### src/rate_atten_pkg.sv
// constants shared by the rate and attenuator selector
`default_nettype none
package rate_atten_pkg;
  // register byte offsets on the wishbone slave
  localparam logic [3:0] OFS_BW_REQ  = 4'h0; // requested bandwidth, Hz
  localparam logic [3:0] OFS_LEVELS  = 4'h4; // ref level / mixer level, dBm
  localparam logic [3:0] OFS_CTRL    = 4'h8; // mode and apply strobe
  localparam logic [3:0] OFS_STATUS  = 4'hc; // selected result
  // field positions
  localparam int LVL_REF_LSB  = 0;  // reference level, signed 8 bit
  localparam int LVL_MIX_LSB  = 8;  // mixer level, signed 8 bit
  localparam int CTRL_IQ_BIT  = 0;  // 1 = complex iq acquisition
  localparam int CTRL_GO_BIT  = 1;  // write 1 to apply configuration
  localparam int ST_SET_LSB   = 0;  // setting index, 3 bits
  localparam int ST_DEC_LSB   = 4;  // log2 of decimation, 4 bits
  localparam int ST_DDC_BIT   = 8;  // downconverter path enabled
  localparam int ST_ATT_LSB   = 12; // five attenuator enables
  localparam int ST_RFD_LSB   = 20; // applied rf attenuation, dB
  localparam int ST_TOT_LSB   = 27; // unused spare position
  // reset values
  localparam logic [31:0] BW_REQ_RST = 32'h0013_12d0; // 1.25 MHz
  localparam logic [15:0] LEVELS_RST = 16'h0000;
  // bandwidth table, Hz, widest first
  localparam int NUM_SETTINGS = 8;
  localparam logic [31:0] BW_TABLE [NUM_SETTINGS] = '{
    32'h0013_12d0, 32'h000c_3500, 32'h0006_1a80, 32'h0003_0d40,
    32'h0001_86a0, 32'h0000_c350, 32'h0000_61a8, 32'h0000_30d4};
  localparam logic [3:0] DEC_LOG2_BASE = 4'h5; // decimation 32 at index 0
  localparam int IN_RATE_SPS = 64_000_000;    // input sample rate
  // attenuator step sizes, dB
  localparam logic [6:0] RF1_DB = 7'h14;
  localparam logic [6:0] RF2_DB = 7'h14;
  localparam logic [6:0] RF3_DB = 7'h0a;
  localparam logic [6:0] IF1_DB = 7'h14;
  localparam logic [6:0] IF2_DB = 7'h0a;
  localparam logic [6:0] RF_MAX_DB = 7'h32;   // 50 dB rf ceiling
  localparam logic [6:0] IF_MAX_DB = 7'h1e;   // 30 dB if ceiling
  // sequencer states
  typedef enum logic [2:0] {
    ST_IDLE = 3'b001,
    ST_RF   = 3'b010,
    ST_IF   = 3'b100
  } seq_state_t;
endpackage
`default_nettype wire

### src/ddc_rate_and_atten_select.sv
`timescale 1ns/10ps
`default_nettype none
// downconverter bandwidth and attenuator selector with wishbone registers
module ddc_rate_and_atten_select
  import rate_atten_pkg::*;
(
  // clock and reset
  input  wire logic        clk_i,
  input  wire logic        rst_i,
  // wishbone slave
  input  wire logic        cyc_i,
  input  wire logic        stb_i,
  input  wire logic        we_i,
  input  wire logic [3:0]  adr_i,
  input  wire logic [3:0]  sel_i,
  input  wire logic [31:0] dat_i,
  output logic      [31:0] dat_o,
  output logic             ack_o,
  // downconverter controls
  output logic             digital_downconverter_en_o,
  output logic      [2:0]  bw_setting_o,
  output logic      [12:0] decimation_o,
  output logic      [25:0] sample_rate_o,
  output logic      [7:0]  sample_interval_ns_o,
  // attenuator enables, total and busy
  output logic      [2:0]  rf_att_en_o,
  output logic      [1:0]  if_att_en_o,
  output logic      [6:0]  total_att_db_o,
  output logic             busy_o
);
  // picks narrowest setting at least as wide as the request; a request
  // between two graduations coerces upward so no requested band is cut,
  // and anything wider than the widest setting lands on the widest
  function automatic logic [2:0] pick_setting(input logic [31:0] bw);
    logic [2:0] idx;
    idx = 3'h0; // wider than all: widest setting
    // scan widest to narrowest; the last fit is the narrowest one
    for (int i = 0; i < NUM_SETTINGS; i++) begin
      if (bw <= BW_TABLE[i]) begin
        idx = 3'(i);
      end
    end
    return idx;
  endfunction

  // log2 of the decimation factor: 32 at the widest setting, and each
  // narrower setting doubles it; shared by the outputs and the status word
  function automatic logic [3:0] dec_log2(input logic [2:0] setting);
    return 4'(DEC_LOG2_BASE + 4'(setting));
  endfunction

  // host-visible registers, at the package offsets:
  //   bandwidth request, in Hz, any value; coerced at apply time
  //   level pair, reference in the low byte and mixer in the next,
  //   both signed dBm
  //   control, iq mode and the apply strobe, which reads back as
  //   pending until the sequencer has consumed it
  //   status, read only: the applied setting and attenuator result
  // register state
  logic [31:0] bw_req_r,  bw_req_nxt;   // requested bandwidth
  logic [15:0] levels_r,  levels_nxt;   // ref and mixer levels
  logic        iq_r,      iq_nxt;       // iq acquisition mode
  logic        go_r,      go_nxt;       // apply request pending
  logic        ack_r,     ack_nxt;      // bus acknowledge
  logic [31:0] rdat_r,    rdat_nxt;     // read data
  // sequencer and result state; results change only in the two
  // sequencer phases and hold between applies
  seq_state_t  state_r,   state_nxt;
  logic [6:0]  rem_r,     rem_nxt;      // attenuation left for if group
  logic [2:0]  set_r,     set_nxt;      // selected setting
  logic        ddc_r,     ddc_nxt;      // decimation path enable
  logic [2:0]  rf_r,      rf_nxt;       // rf enables
  logic [1:0]  if_r,      if_nxt;       // if enables
  logic [6:0]  rfdb_r,    rfdb_nxt;     // applied rf dB
  logic [6:0]  tot_r,     tot_nxt;      // applied total dB
  // constrained level difference
  logic signed [7:0] ref_lvl;
  logic signed [7:0] mix_lvl;
  logic signed [8:0] diff_raw;
  logic [6:0]        diff_db;
  // attenuator mapper wiring
  logic [6:0]  map_want;
  logic        map_if;
  logic [2:0]  map_en;
  logic [6:0]  map_db;
  // status word built from the held results
  logic [31:0] status_word;

  // one mapper serves both groups; the sequencer phase picks the group
  // and the input, so the rf and if tables can never disagree in timing
  atten_map u_map (
    .want_db_i  (map_want),
    .if_grp_i   (map_if),
    .en_o       (map_en),
    .got_db_i_o (map_db)
  );

  // level difference clamped into 0..50; a mixer level at or above the
  // reference gives no rf attenuation, and the top end is the rf ceiling
  // so the rf group alone always covers the clamped difference
  always_comb begin
    ref_lvl  = $signed(levels_r[LVL_REF_LSB +: 8]);
    mix_lvl  = $signed(levels_r[LVL_MIX_LSB +: 8]);
    // nine bits hold any difference of two signed bytes
    diff_raw = 9'(ref_lvl) - 9'(mix_lvl);
    if (diff_raw <= 9'sh000) begin
      diff_db = 7'h00;
    end else if (diff_raw > 9'(RF_MAX_DB)) begin
      diff_db = RF_MAX_DB;
    end else begin
      diff_db = diff_raw[6:0];
    end
  end

  // mapper shared by both sequencer phases
  // outside the if phase the mapper sees the rf target
  always_comb begin
    map_if   = (state_r == ST_IF);
    map_want = map_if ? rem_r : diff_db;
  end

  // bus slave next state; ack is registered, so a request is taken on
  // the first edge it is seen with ack low and answered one cycle later,
  // and the ack-high cycle itself never counts as a second request
  always_comb begin
    bw_req_nxt = bw_req_r;
    levels_nxt = levels_r;
    iq_nxt     = iq_r;
    go_nxt     = go_r;
    ack_nxt    = 1'b0;
    rdat_nxt   = rdat_r;
    if (state_r == ST_RF) begin
      go_nxt = 1'b0; // request consumed
    end
    if (cyc_i && stb_i && !ack_r) begin
      ack_nxt = 1'b1;
      if (we_i) begin
        case (adr_i)
          OFS_BW_REQ: begin
            for (int b = 0; b < 4; b++) begin
              if (sel_i[b]) bw_req_nxt[b*8 +: 8] = dat_i[b*8 +: 8];
            end
          end
          OFS_LEVELS: begin
            if (sel_i[0]) levels_nxt[7:0]  = dat_i[7:0];
            if (sel_i[1]) levels_nxt[15:8] = dat_i[15:8];
          end
          OFS_CTRL: begin
            if (sel_i[0]) begin
              iq_nxt = dat_i[CTRL_IQ_BIT];
              // overrides the sequencer's clear in the same cycle
              if (dat_i[CTRL_GO_BIT]) go_nxt = 1'b1; // set wins
            end
          end
          default: begin
            // unmapped or read-only: acked, ignored
          end
        endcase
      end else begin
        case (adr_i)
          OFS_BW_REQ: rdat_nxt = bw_req_r;
          OFS_LEVELS: rdat_nxt = {16'h0000, levels_r};
          OFS_CTRL:   rdat_nxt = {30'h0, go_r, iq_r};
          OFS_STATUS: rdat_nxt = status_word;
          default:    rdat_nxt = 32'h0000_0000;
        endcase
      end
    end
  end

  // status word, field by field; spare bits read as zero, and the total
  // is left out because it is on its own output already
  always_comb begin
    status_word                  = 32'h0000_0000;
    status_word[ST_SET_LSB +: 3] = set_r;
    status_word[ST_DEC_LSB +: 4] = dec_log2(set_r);
    status_word[ST_DDC_BIT]      = ddc_r;
    status_word[ST_ATT_LSB +: 5] = {if_r, rf_r};
    status_word[ST_RFD_LSB +: 7] = rfdb_r;
  end

  // configuration sequencer: rf first, then if; the setting, the path
  // enable and the rf enables land one edge after the apply is seen,
  // the if enables and the total one edge later, and busy covers both
  always_comb begin
    state_nxt = state_r;
    rem_nxt   = rem_r;
    set_nxt   = set_r;
    ddc_nxt   = ddc_r;
    rf_nxt    = rf_r;
    if_nxt    = if_r;
    rfdb_nxt  = rfdb_r;
    tot_nxt   = tot_r;
    case (state_r)
      ST_IDLE: begin
        // wait for an apply request
        if (go_r) begin
          state_nxt = ST_RF;
        end
      end
      ST_RF: begin
        // all results of one apply come from one snapshot of the registers
        set_nxt  = pick_setting(bw_req_r);
        ddc_nxt  = iq_r && (bw_req_r < BW_TABLE[0]);
        rf_nxt   = map_en;
        rfdb_nxt = map_db;
        rem_nxt  = 7'h00; // nothing left once rf meets target
        if (diff_db > map_db) begin
          rem_nxt = diff_db - map_db;
        end
        state_nxt = ST_IF;
      end
      ST_IF: begin
        // remainder stays zero while the difference is clamped to 50
        if_nxt    = map_en[1:0];
        tot_nxt   = rfdb_r + map_db;
        state_nxt = ST_IDLE;
      end
      default: begin
        state_nxt = ST_IDLE;
      end
    endcase
  end

  // bus registers
  always_ff @(posedge clk_i) begin
    if (rst_i) begin
      bw_req_r <= BW_REQ_RST;
      levels_r <= LEVELS_RST;
      iq_r     <= 1'b0;
      go_r     <= 1'b0;
      ack_r    <= 1'b0;
      rdat_r   <= 32'h0000_0000;
    end else begin
      bw_req_r <= bw_req_nxt;
      levels_r <= levels_nxt;
      iq_r     <= iq_nxt;
      go_r     <= go_nxt;
      ack_r    <= ack_nxt;
      rdat_r   <= rdat_nxt;
    end
  end

  // sequencer and result registers
  always_ff @(posedge clk_i) begin
    if (rst_i) begin
      state_r  <= ST_IDLE;
      rem_r    <= 7'h00;
      set_r    <= 3'h0;
      ddc_r    <= 1'b0;
      rf_r     <= 3'h0;
      if_r     <= 2'h0;
      rfdb_r   <= 7'h00;
      tot_r    <= 7'h00;
    end else begin
      state_r  <= state_nxt;
      rem_r    <= rem_nxt;
      set_r    <= set_nxt;
      ddc_r    <= ddc_nxt;
      rf_r     <= rf_nxt;
      if_r     <= if_nxt;
      rfdb_r   <= rfdb_nxt;
      tot_r    <= tot_nxt;
    end
  end

  // outputs, from the bus and result registers, the interval tied to zero; busy also covers an apply
  // that is written but not yet seen, so polling it right after the
  // control write never reads a stale idle
  always_comb begin
    ack_o                      = ack_r;
    dat_o                      = rdat_r;
    digital_downconverter_en_o = ddc_r;
    bw_setting_o               = set_r;
    decimation_o               = 13'(13'h0001 << dec_log2(set_r));
    sample_rate_o              = 26'(IN_RATE_SPS >> dec_log2(set_r));
    // the sample interval runs from 500 ns to 64 us, far past an
    // 8-bit field, so the port is kept and held at zero
    sample_interval_ns_o       = 8'h00;
    rf_att_en_o                = rf_r;
    if_att_en_o                = if_r;
    total_att_db_o             = tot_r;
    busy_o                     = (state_r != ST_IDLE) || go_r;
  end
endmodule
`default_nettype wire

### src/atten_map.sv
`timescale 1ns/10ps
`default_nettype none
// maps a 10 dB quantised attenuation onto rf or if attenuator enables
module atten_map
  import rate_atten_pkg::*;
(
  // request
  input  wire logic [6:0] want_db_i,  // wanted attenuation, dB
  input  wire logic       if_grp_i,   // 1 = if group, 0 = rf group
  // result
  output logic      [2:0] en_o,       // rf {3,2,1} or if {-,2,1}
  output logic      [6:0] got_db_i_o  // attenuation actually applied
);
  // quantise up to 10 dB steps and pick the combination
  always_comb begin
    logic [6:0] q;
    q = 7'h00;
    if (want_db_i > 7'h00) begin
      q = ((want_db_i + 7'h09) / 7'h0a) * 7'h0a;
    end
    en_o = 3'b000;
    got_db_i_o = 7'h00;
    if (!if_grp_i) begin
      if (q > RF_MAX_DB) begin
        q = RF_MAX_DB;
      end
      case (q)
        7'h0a:   en_o = 3'b100; // third
        7'h14:   en_o = 3'b001; // first
        7'h1e:   en_o = 3'b101; // first and third
        7'h28:   en_o = 3'b011; // first and second
        7'h32:   en_o = 3'b111; // all three
        default: en_o = 3'b000; // none
      endcase
      got_db_i_o = (en_o[0] ? RF1_DB : 7'h00) + (en_o[1] ? RF2_DB : 7'h00)
                 + (en_o[2] ? RF3_DB : 7'h00);
    end else begin
      if (q > IF_MAX_DB) begin
        q = IF_MAX_DB;
      end
      case (q)
        7'h0a:   en_o = 3'b010; // second if
        7'h14:   en_o = 3'b001; // first if
        7'h1e:   en_o = 3'b011; // both
        default: en_o = 3'b000;
      endcase
      got_db_i_o = (en_o[0] ? IF1_DB : 7'h00) + (en_o[1] ? IF2_DB : 7'h00);
    end
  end
endmodule
`default_nettype wire

### config.mk
export PLATFORM = sky130hd
export DESIGN_NAME = ddc_rate_and_atten_select
export DESIGN_NICKNAME = d
export VERILOG_FILES = /design/src/rate_atten_pkg.sv /design/src/ddc_rate_and_atten_select.sv /design/src/atten_map.sv
export SDC_FILE = /design/constraint.sdc
export NUM_CORES = 1
export LEC_CHECK = 0
export BUFFER_PORTS_ARGS = -buffer_cell sky130_fd_sc_hd__buf_2
export CAP_MARGIN = 0
export CORE_UTILIZATION = 50
export CTS_CLUSTER_SIZE = 10
export DETAILED_ROUTE_END_ITERATION = 8
export HOLD_SLACK_MARGIN = 0.12
export PLACE_DENSITY = 0.76
export SYNTH_ARGS = -nofsm -noshare
export SYNTH_HDL_FRONTEND = slang
export SYNTH_SLANG_ARGS = --single-unit
### constraint.sdc
create_clock -name clk_i -period 8.4 [get_ports clk_i]
set_input_delay 1.68 -clock clk_i [delete_from_list [all_inputs] [get_ports clk_i]]
set_output_delay 1.68 -clock clk_i [all_outputs]
set_load 0.1 [all_outputs]
# Yosys cells after proc, flatten, opt, wreduce, memory -nomap -nowiden
# Cells that the tools add are included.
[op_classes] order_cmp=14 shift=2 div=1 n_mux=37 n_mul=1 n_addsub=8 n_eq_ne=16 n_bitwise=1 n_reduce_logical=14
[op_table] op="$pmux W32 S4" count=1
[op_table] op="$mux W7" count=10
[op_table] op="$le A32 B14 Y1 const B" count=1
[op_table] op="$le A32 B15 Y1 const B" count=1
[op_table] op="$le A32 B16 Y1 const B" count=1
[op_table] op="$le A32 B17 Y1 const B" count=1
[op_table] op="$le A32 B18 Y1 const B" count=1
[op_table] op="$le A32 B19 Y1 const B" count=1
[op_table] op="$le A32 B20 Y1 const B" count=1
[op_table] op="$lt A32 B21 Y1 const B" count=1
[op_table] op="$mux W3" count=10
[op_table] op="$add A7 B7 Y7" count=4
[op_table] op="$eq A7 B5 Y1 const B" count=4
[op_table] op="$reduce_and A4 Y1" count=7
[op_table] op="$shr A26 B4 Y26 const A" count=1
[op_table] op="$mux W5" count=3
[op_table] op="$pmux W3 S5" count=1
[op_table] op="$eq A7 B4 Y1 const B" count=2
[op_table] op="$eq A7 B6 Y1 const B" count=2
[op_table] op="$shl A1 B4 Y13 const A" count=1
[op_table] op="$gt A9 B6 Y1 const B" count=1
[op_table] op="$le A9 B1 Y1 const B" count=1
[op_table] op="$sub A8 B8 Y9" count=1
[op_table] op="$eq A4 B4 Y1 const B" count=2
[op_table] op="25 further kinds" count=35
[totals] output_inout_bits=97 reg_bits=116 wordCells=112

# Depth between registers and ports, before layout
[logic_depth] depth_word=21 ltp_mapped=44 mapped_depth_nobuf=43

# Modules after synthesis
# Synthesis repeated with hierarchy kept, for this count alone.
[unflattened] cells_unflattened=1034 area_unflattened_um2=7810.0
[modules_own_cells] module="ddc_rate_and_atten_select" seq_area_each_um2=2322.2 area_each_um2=6523.8 cells_each=849 n_inst=1
[modules_own_cells] module="atten_map" seq_area_each_um2=0.0 area_each_um2=1286.2 cells_each=185 n_inst=1

# Worst setup path after synthesis
# No wires, ideal clock.
[synth_path] kind="register to register" from="register levels_r[0]" to="register rem_r[2]" arrival_ns=8.072 synth_period_minus_slack_ns=8.138 path_stages_with_launch=42 required_ns=8.335 setup_time_ns=0.065 path_slack_ns=0.262 path_cell_list="dfxtp_1 -> inv_1 -> ha_1 -> inv_1 -> fa_1 -> a21o_1 -> a21o_1 -> or4_4 -> a32oi_4 -> a211oi_1 -> nor2_1 -> inv_1 -> nor2_1 -> a21o_1 -> ha_1 -> nand3_1 -> o31ai_2 -> a211oi_1 -> [... 6 more ...] -> fa_1 -> xnor2_1 -> o21ai_1 -> a2111oi_1 -> a21oi_2 -> inv_1 -> ha_1 -> nor2_1 -> or2_2 -> ha_1 -> o21a_1 -> o21ai_0 -> nand2b_1 -> a21o_1 -> nand2_1 -> a31oi_1 -> a22oi_1 -> nor2_1"
[synth_via] elab_chain_cells=21
[synth_lines] element="start, declared" line_no="ddc_rate_and_atten_select.sv:61" text="logic [15:0] levels_r, levels_nxt;"
[synth_lines] element="start signal, assigned" line_no="ddc_rate_and_atten_select.sv:236" text="levels_r <= levels_nxt;"
[synth_lines] element="$sub A8 B8 Y9 (*)" line_no="ddc_rate_and_atten_select.sv:105" text="diff_raw = 9'(ref_lvl) - 9'(mix_lvl);"
[synth_lines] element="$gt A9 B6 Y1" line_no="ddc_rate_and_atten_select.sv:108" text="end else if (diff_raw > 9'(RF_MAX_DB)) begin"
[synth_lines] element="$mux W7" line_no="ddc_rate_and_atten_select.sv:108"
[synth_lines] element="$mux W7 (*)" line_no="ddc_rate_and_atten_select.sv:106" text="if (diff_raw <= 9'sh000) begin"
[synth_lines] element="$mux W7" line_no="ddc_rate_and_atten_select.sv:119" text="map_want = map_if ? rem_r : diff_db;"
[synth_lines] element="$add A7 B4 Y7" line_no="atten_map.sv:19" text="q = ((want_db_i + 7'h09) / 7'h0a) * 7'h0a;"
[synth_lines] element="$div A7 B4 Y7" line_no="atten_map.sv:19"
[synth_lines] element="$mul A7 B3 Y6" line_no="atten_map.sv:19"
[synth_lines] element="[... 5 more ...]"
[synth_lines] element="$pmux W3 S5" line_no="atten_map.sv:27" text="case (q)"
[synth_lines] element="$mux W3" line_no="atten_map.sv:23" text="if (!if_grp_i) begin"
[synth_lines] element="$mux W5" line_no="atten_map.sv:35" text="got_db_i_o = (en_o[0] ? RF1_DB : 7'h00) + (en_o[1] ? RF2_DB : 7'h00)"
[synth_lines] element="$add A7 B7 Y7" line_no="atten_map.sv:35"
[synth_lines] element="$add A7 B7 Y7" line_no="atten_map.sv:36" text="+ (en_o[2] ? RF3_DB : 7'h00);"
[synth_lines] element="$mux W7" line_no="atten_map.sv:23"
[synth_lines] element="$sub A7 B7 Y7 / $gt A7 B7 Y1 (equally long branches)" line_no="ddc_rate_and_atten_select.sv:209, ddc_rate_and_atten_select.sv:208"
[synth_lines] element="$mux W7 (*)" line_no="ddc_rate_and_atten_select.sv:208" text="if (diff_db > map_db) begin"
[synth_lines] element="end signal, assigned" line_no="ddc_rate_and_atten_select.sv:257" text="rem_r <= rem_nxt;"
[synth_lines] element="end, declared" line_no="ddc_rate_and_atten_select.sv:69" text="logic [6:0] rem_r, rem_nxt;"
# Mark *: on every way between the ends. The rest lies on a longest branch, timed or not. The select of a mux whose other input is x is not followed.
# A chain may end at the register's enable or synchronous reset.

# Worst setup path in the final report
[layout_path] from="register levels_r[0]" to="register rem_r[3]"
# Same word-level chain as after synthesis.

==> results.json <==
{
  "htree_levels": 4,
  "start_util_pct": 51.1,
  "hold_slack_ps": 448,
  "instances_no_fill": 1285,
  "clock_latency_ps": 410,
  "die_h_um": 124,
  "arrival_ps": 8350,
  "antenna-diode-count": 0,
  "slew_headroom_pct": 24.6,
  "post-route-period-util_pct": 95.4,
  "synth-edff-count": 0,
  "p_clk_share_pct": 52.2,
  "nets": 1173,
  "track_usage_pct": 27.7,
  "critical_path_class": "reg2reg",
  "async_flop_share_pct": 0,
  "place_congestion": 0.963,
  "finalCriticalPeriod_ps": 8010,
  "cts_root_buffer": "clkbuf_16",
  "clock_sinks": 113,
  "outcome": "finished, final reports clean",
  "core-area_um2": 14500,
  "vdd_drop_max_mv": 0.151,
  "first_global_vias": 6648,
  "io_pins": 142,
  "grt_max_degree": 109,
  "setup_viol": 0,
  "slowest_stage": "or4_4",
  "seqPwrFrac_pct": 38.2,
  "p_leak_nw": 3.92,
  "ys_types": 83,
  "rows": 44,
  "netSwitchingPower_mw": 0.361,
  "start_kind": "flip-flop",
  "final_hold_viol_count": 0,
  "port_buffers": 127,
  "final_common_cell": "nor2_1",
  "cts_buffer_depth": 2,
  "drv_slew": 0,
  "syn_inst": 984,
  "p_int_mw": 1.05,
  "p_per_area_nw_per_um2": 156,
  "clk_pin_slew_worst_paths_ps": 60,
  "netlist_area_um2": 7420,
  "holdBufCountCts": 0,
  "routed_wl_mm": 21.8,
  "ant_nets": 0,
  "ys_warn_count": 0,
  "max_cap_viol_count": 0,
  "dieArea_um2": 15300,
  "drc": 0,
  "worstMarginPinSlew_ps": 1130,
  "post_drt_wl_per_cell_um": 17.0,
  "pwr-share-comb_pct": 9.6,
  "cts_tree": "built",
  "slowest_delay_ps": 500,
  "worstPathRequired_ps": 8740,
  "post_route_cells_drive_above_1_share_pct": 22.2,
  "dp.cells": 1242,
  "grt_overflow": 0,
  "vias": 7723,
  "final_cell_mix": "144 x nor2_1, 126 x buf_2, 112 x dfxtp_1",
  "dieWidth_um": 124,
  "fmax_ghz": 0.125,
  "finalPower_mw": 1.41,
  "skew_ps": 7.30,
  "switching_share_pct": 25.6,
  "path_max_fanout": 6,
  "cp_common_cell": "a21o_1",
  "areaGrowthSynthToFinish_pct": 21.9,
  "numCtsBuffers": 17,
  "final_util_pct": 62.2,
  "hold_class": "reg2reg",
  "syn_area_per_cell_um2": 7.54,
  "grt_pass1_wl_mm": 33.2,
  "first_iter_violations": 936,
  "routed_via_density": 6.01,
  "drt_first_pass_iters": 8,
  "yosysSeqAreaShare_pct": 30.5,
  "cp-end-kind": "flip-flop",
  "antenna_found_initial": 0,
  "ys.flop_type": "dfxtp_1",
  "dp_hpwl_mm": 15.2,
  "synth-seq-cells": 113
}
[power groups by stage]
stage	sequential, mW	combinational [mW]	clock [mW]
6_report	0.539	0.135	0.735
5_1_grt	0.538	0.144	0.762
4_1_cts	0.539	0.126	0.737
3_5_place_dp	0.550	0.124	0
3_3_place_gp	0.550	0.124	0
2_1_floorplan	0.553	0.0948	0
[worst max-delay path, delay by kind of cell (launching register included)]
family,cells,cell delay (ps)
adders and majority gates,7,1840
and+or+nand+nor,13,2000
buffers and inverters,4,380
DFF,1,320
AOI/OAI and AO/OA,16,3070
muxes,1,320
[stage by stage]
step / cell area (um^2) / setup WS [ps] / setup TNS (ps)
2_1_floorplan: 7470 / 262 / 0
3_3_place_gp: 8120 / 92.5 / 0
3_5_place_dp: 8120 / -172 / -841
4_1_cts: 8750 / 26.9 / 0
5_1_grt: 9050 / -60.2 / -146
6_report: 9050 / 385 / 0
[cell families after synthesis]
logic type / Yosys count / synth area share (%)
flip-flops: 113 / 30.5
buffers and inverters: 117 / 6.71
multiplexers: 27 / 3.89
XOR/XNOR: 17 / 2.01
AO/OA/AOI/OAI: 262 / 24.2
adder cells (fa/ha/maj): 40 / 7.05
other: 1 / 0.0505
AND/OR/NAND/NOR: 407 / 25.6
[synth_stat cells, types with 4 or more instances]
cell	number	area share, %
ha_1	37	6.2
and2_1	10	0.84
nand2_1	104	5.3
inv_1	34	1.7
buf_4	15	1.5
a22oi_1	26	2.6
a211o_1	10	1.2
a31oi_1	8	0.67
nand4_1	10	0.84
nor2_1	146	7.4
nand3_1	44	3.0
o21a_1	8	0.81
nor4_1	9	0.76
xnor2_1	10	1.2
nand2b_1	10	0.84
dfxtp_1	113	30
xor2_1	7	0.83
o211ai_1	7	0.71
or3_1	9	0.76
clkbuf_1	63	3.2
a21oi_1	94	6.3
a211oi_1	11	1.1
a2bb2oi_1	4	0.47
a21o_1	15	1.5
o21ai_0	29	2.0
a221oi_1	4	0.47
and3_1	24	2.0
mux2i_1	21	2.8
mux2_2	5	0.76
nor3_1	14	0.94
[registers in the layout (all words and copies together) (netlist names), 2 cells and up]
| name | count |
|---|---|
| dat_o | 32 |
| total_att_db_o | 6 |
| bw_req_r | 32 |
| rem_r | 7 |
| rf_att_en_o | 3 |
| rfdb_r | 5 |
| levels_r | 16 |
| state_r | 3 |
| bw_setting_o | 3 |
| if_att_en_o | 2 |
[layer usage]
metal	track usage, %	vias up	share of wire [%]
li1	-	3695	-
met1	37.3	3587	43
met2	44.4	383	46
met3	5.22	58	8.1
met4	9.49	0	2.8
met5	0	-	0
[what timing repair did]
action	in CTS	in global routing
pin swaps	0	21
buffers inserted	0	10
gates cloned	0	1
resized for setup	6	40
endpoints found under the hold margin	0	0
setup endpoints to repair	7	10
[worst paths after layout]
check	cells past startpoint	slack, ps	end	start
min reg2reg	2	450	dat_o[30]	dat_o[30]
max	41	390	rem_r[3]	levels_r[0]
max reg2reg	41	390	rem_r[3]	levels_r[0]
min	2	450	dat_o[30]	dat_o[30]
[area by class of cell]
type / count / area, um^2
Clock buffer: 19 / 443
Clock inverter: 13 / 160
Fill cell: 1265 / 5490
Inverter: 34 / 128
Multi-Input combinational cell: 767 / 4940
Sequential cell: 113 / 2260
Tap cell: 184 / 230
Timing Repair Buffer: 155 / 882
Note: power is estimated with default switching activity, not from simulation.
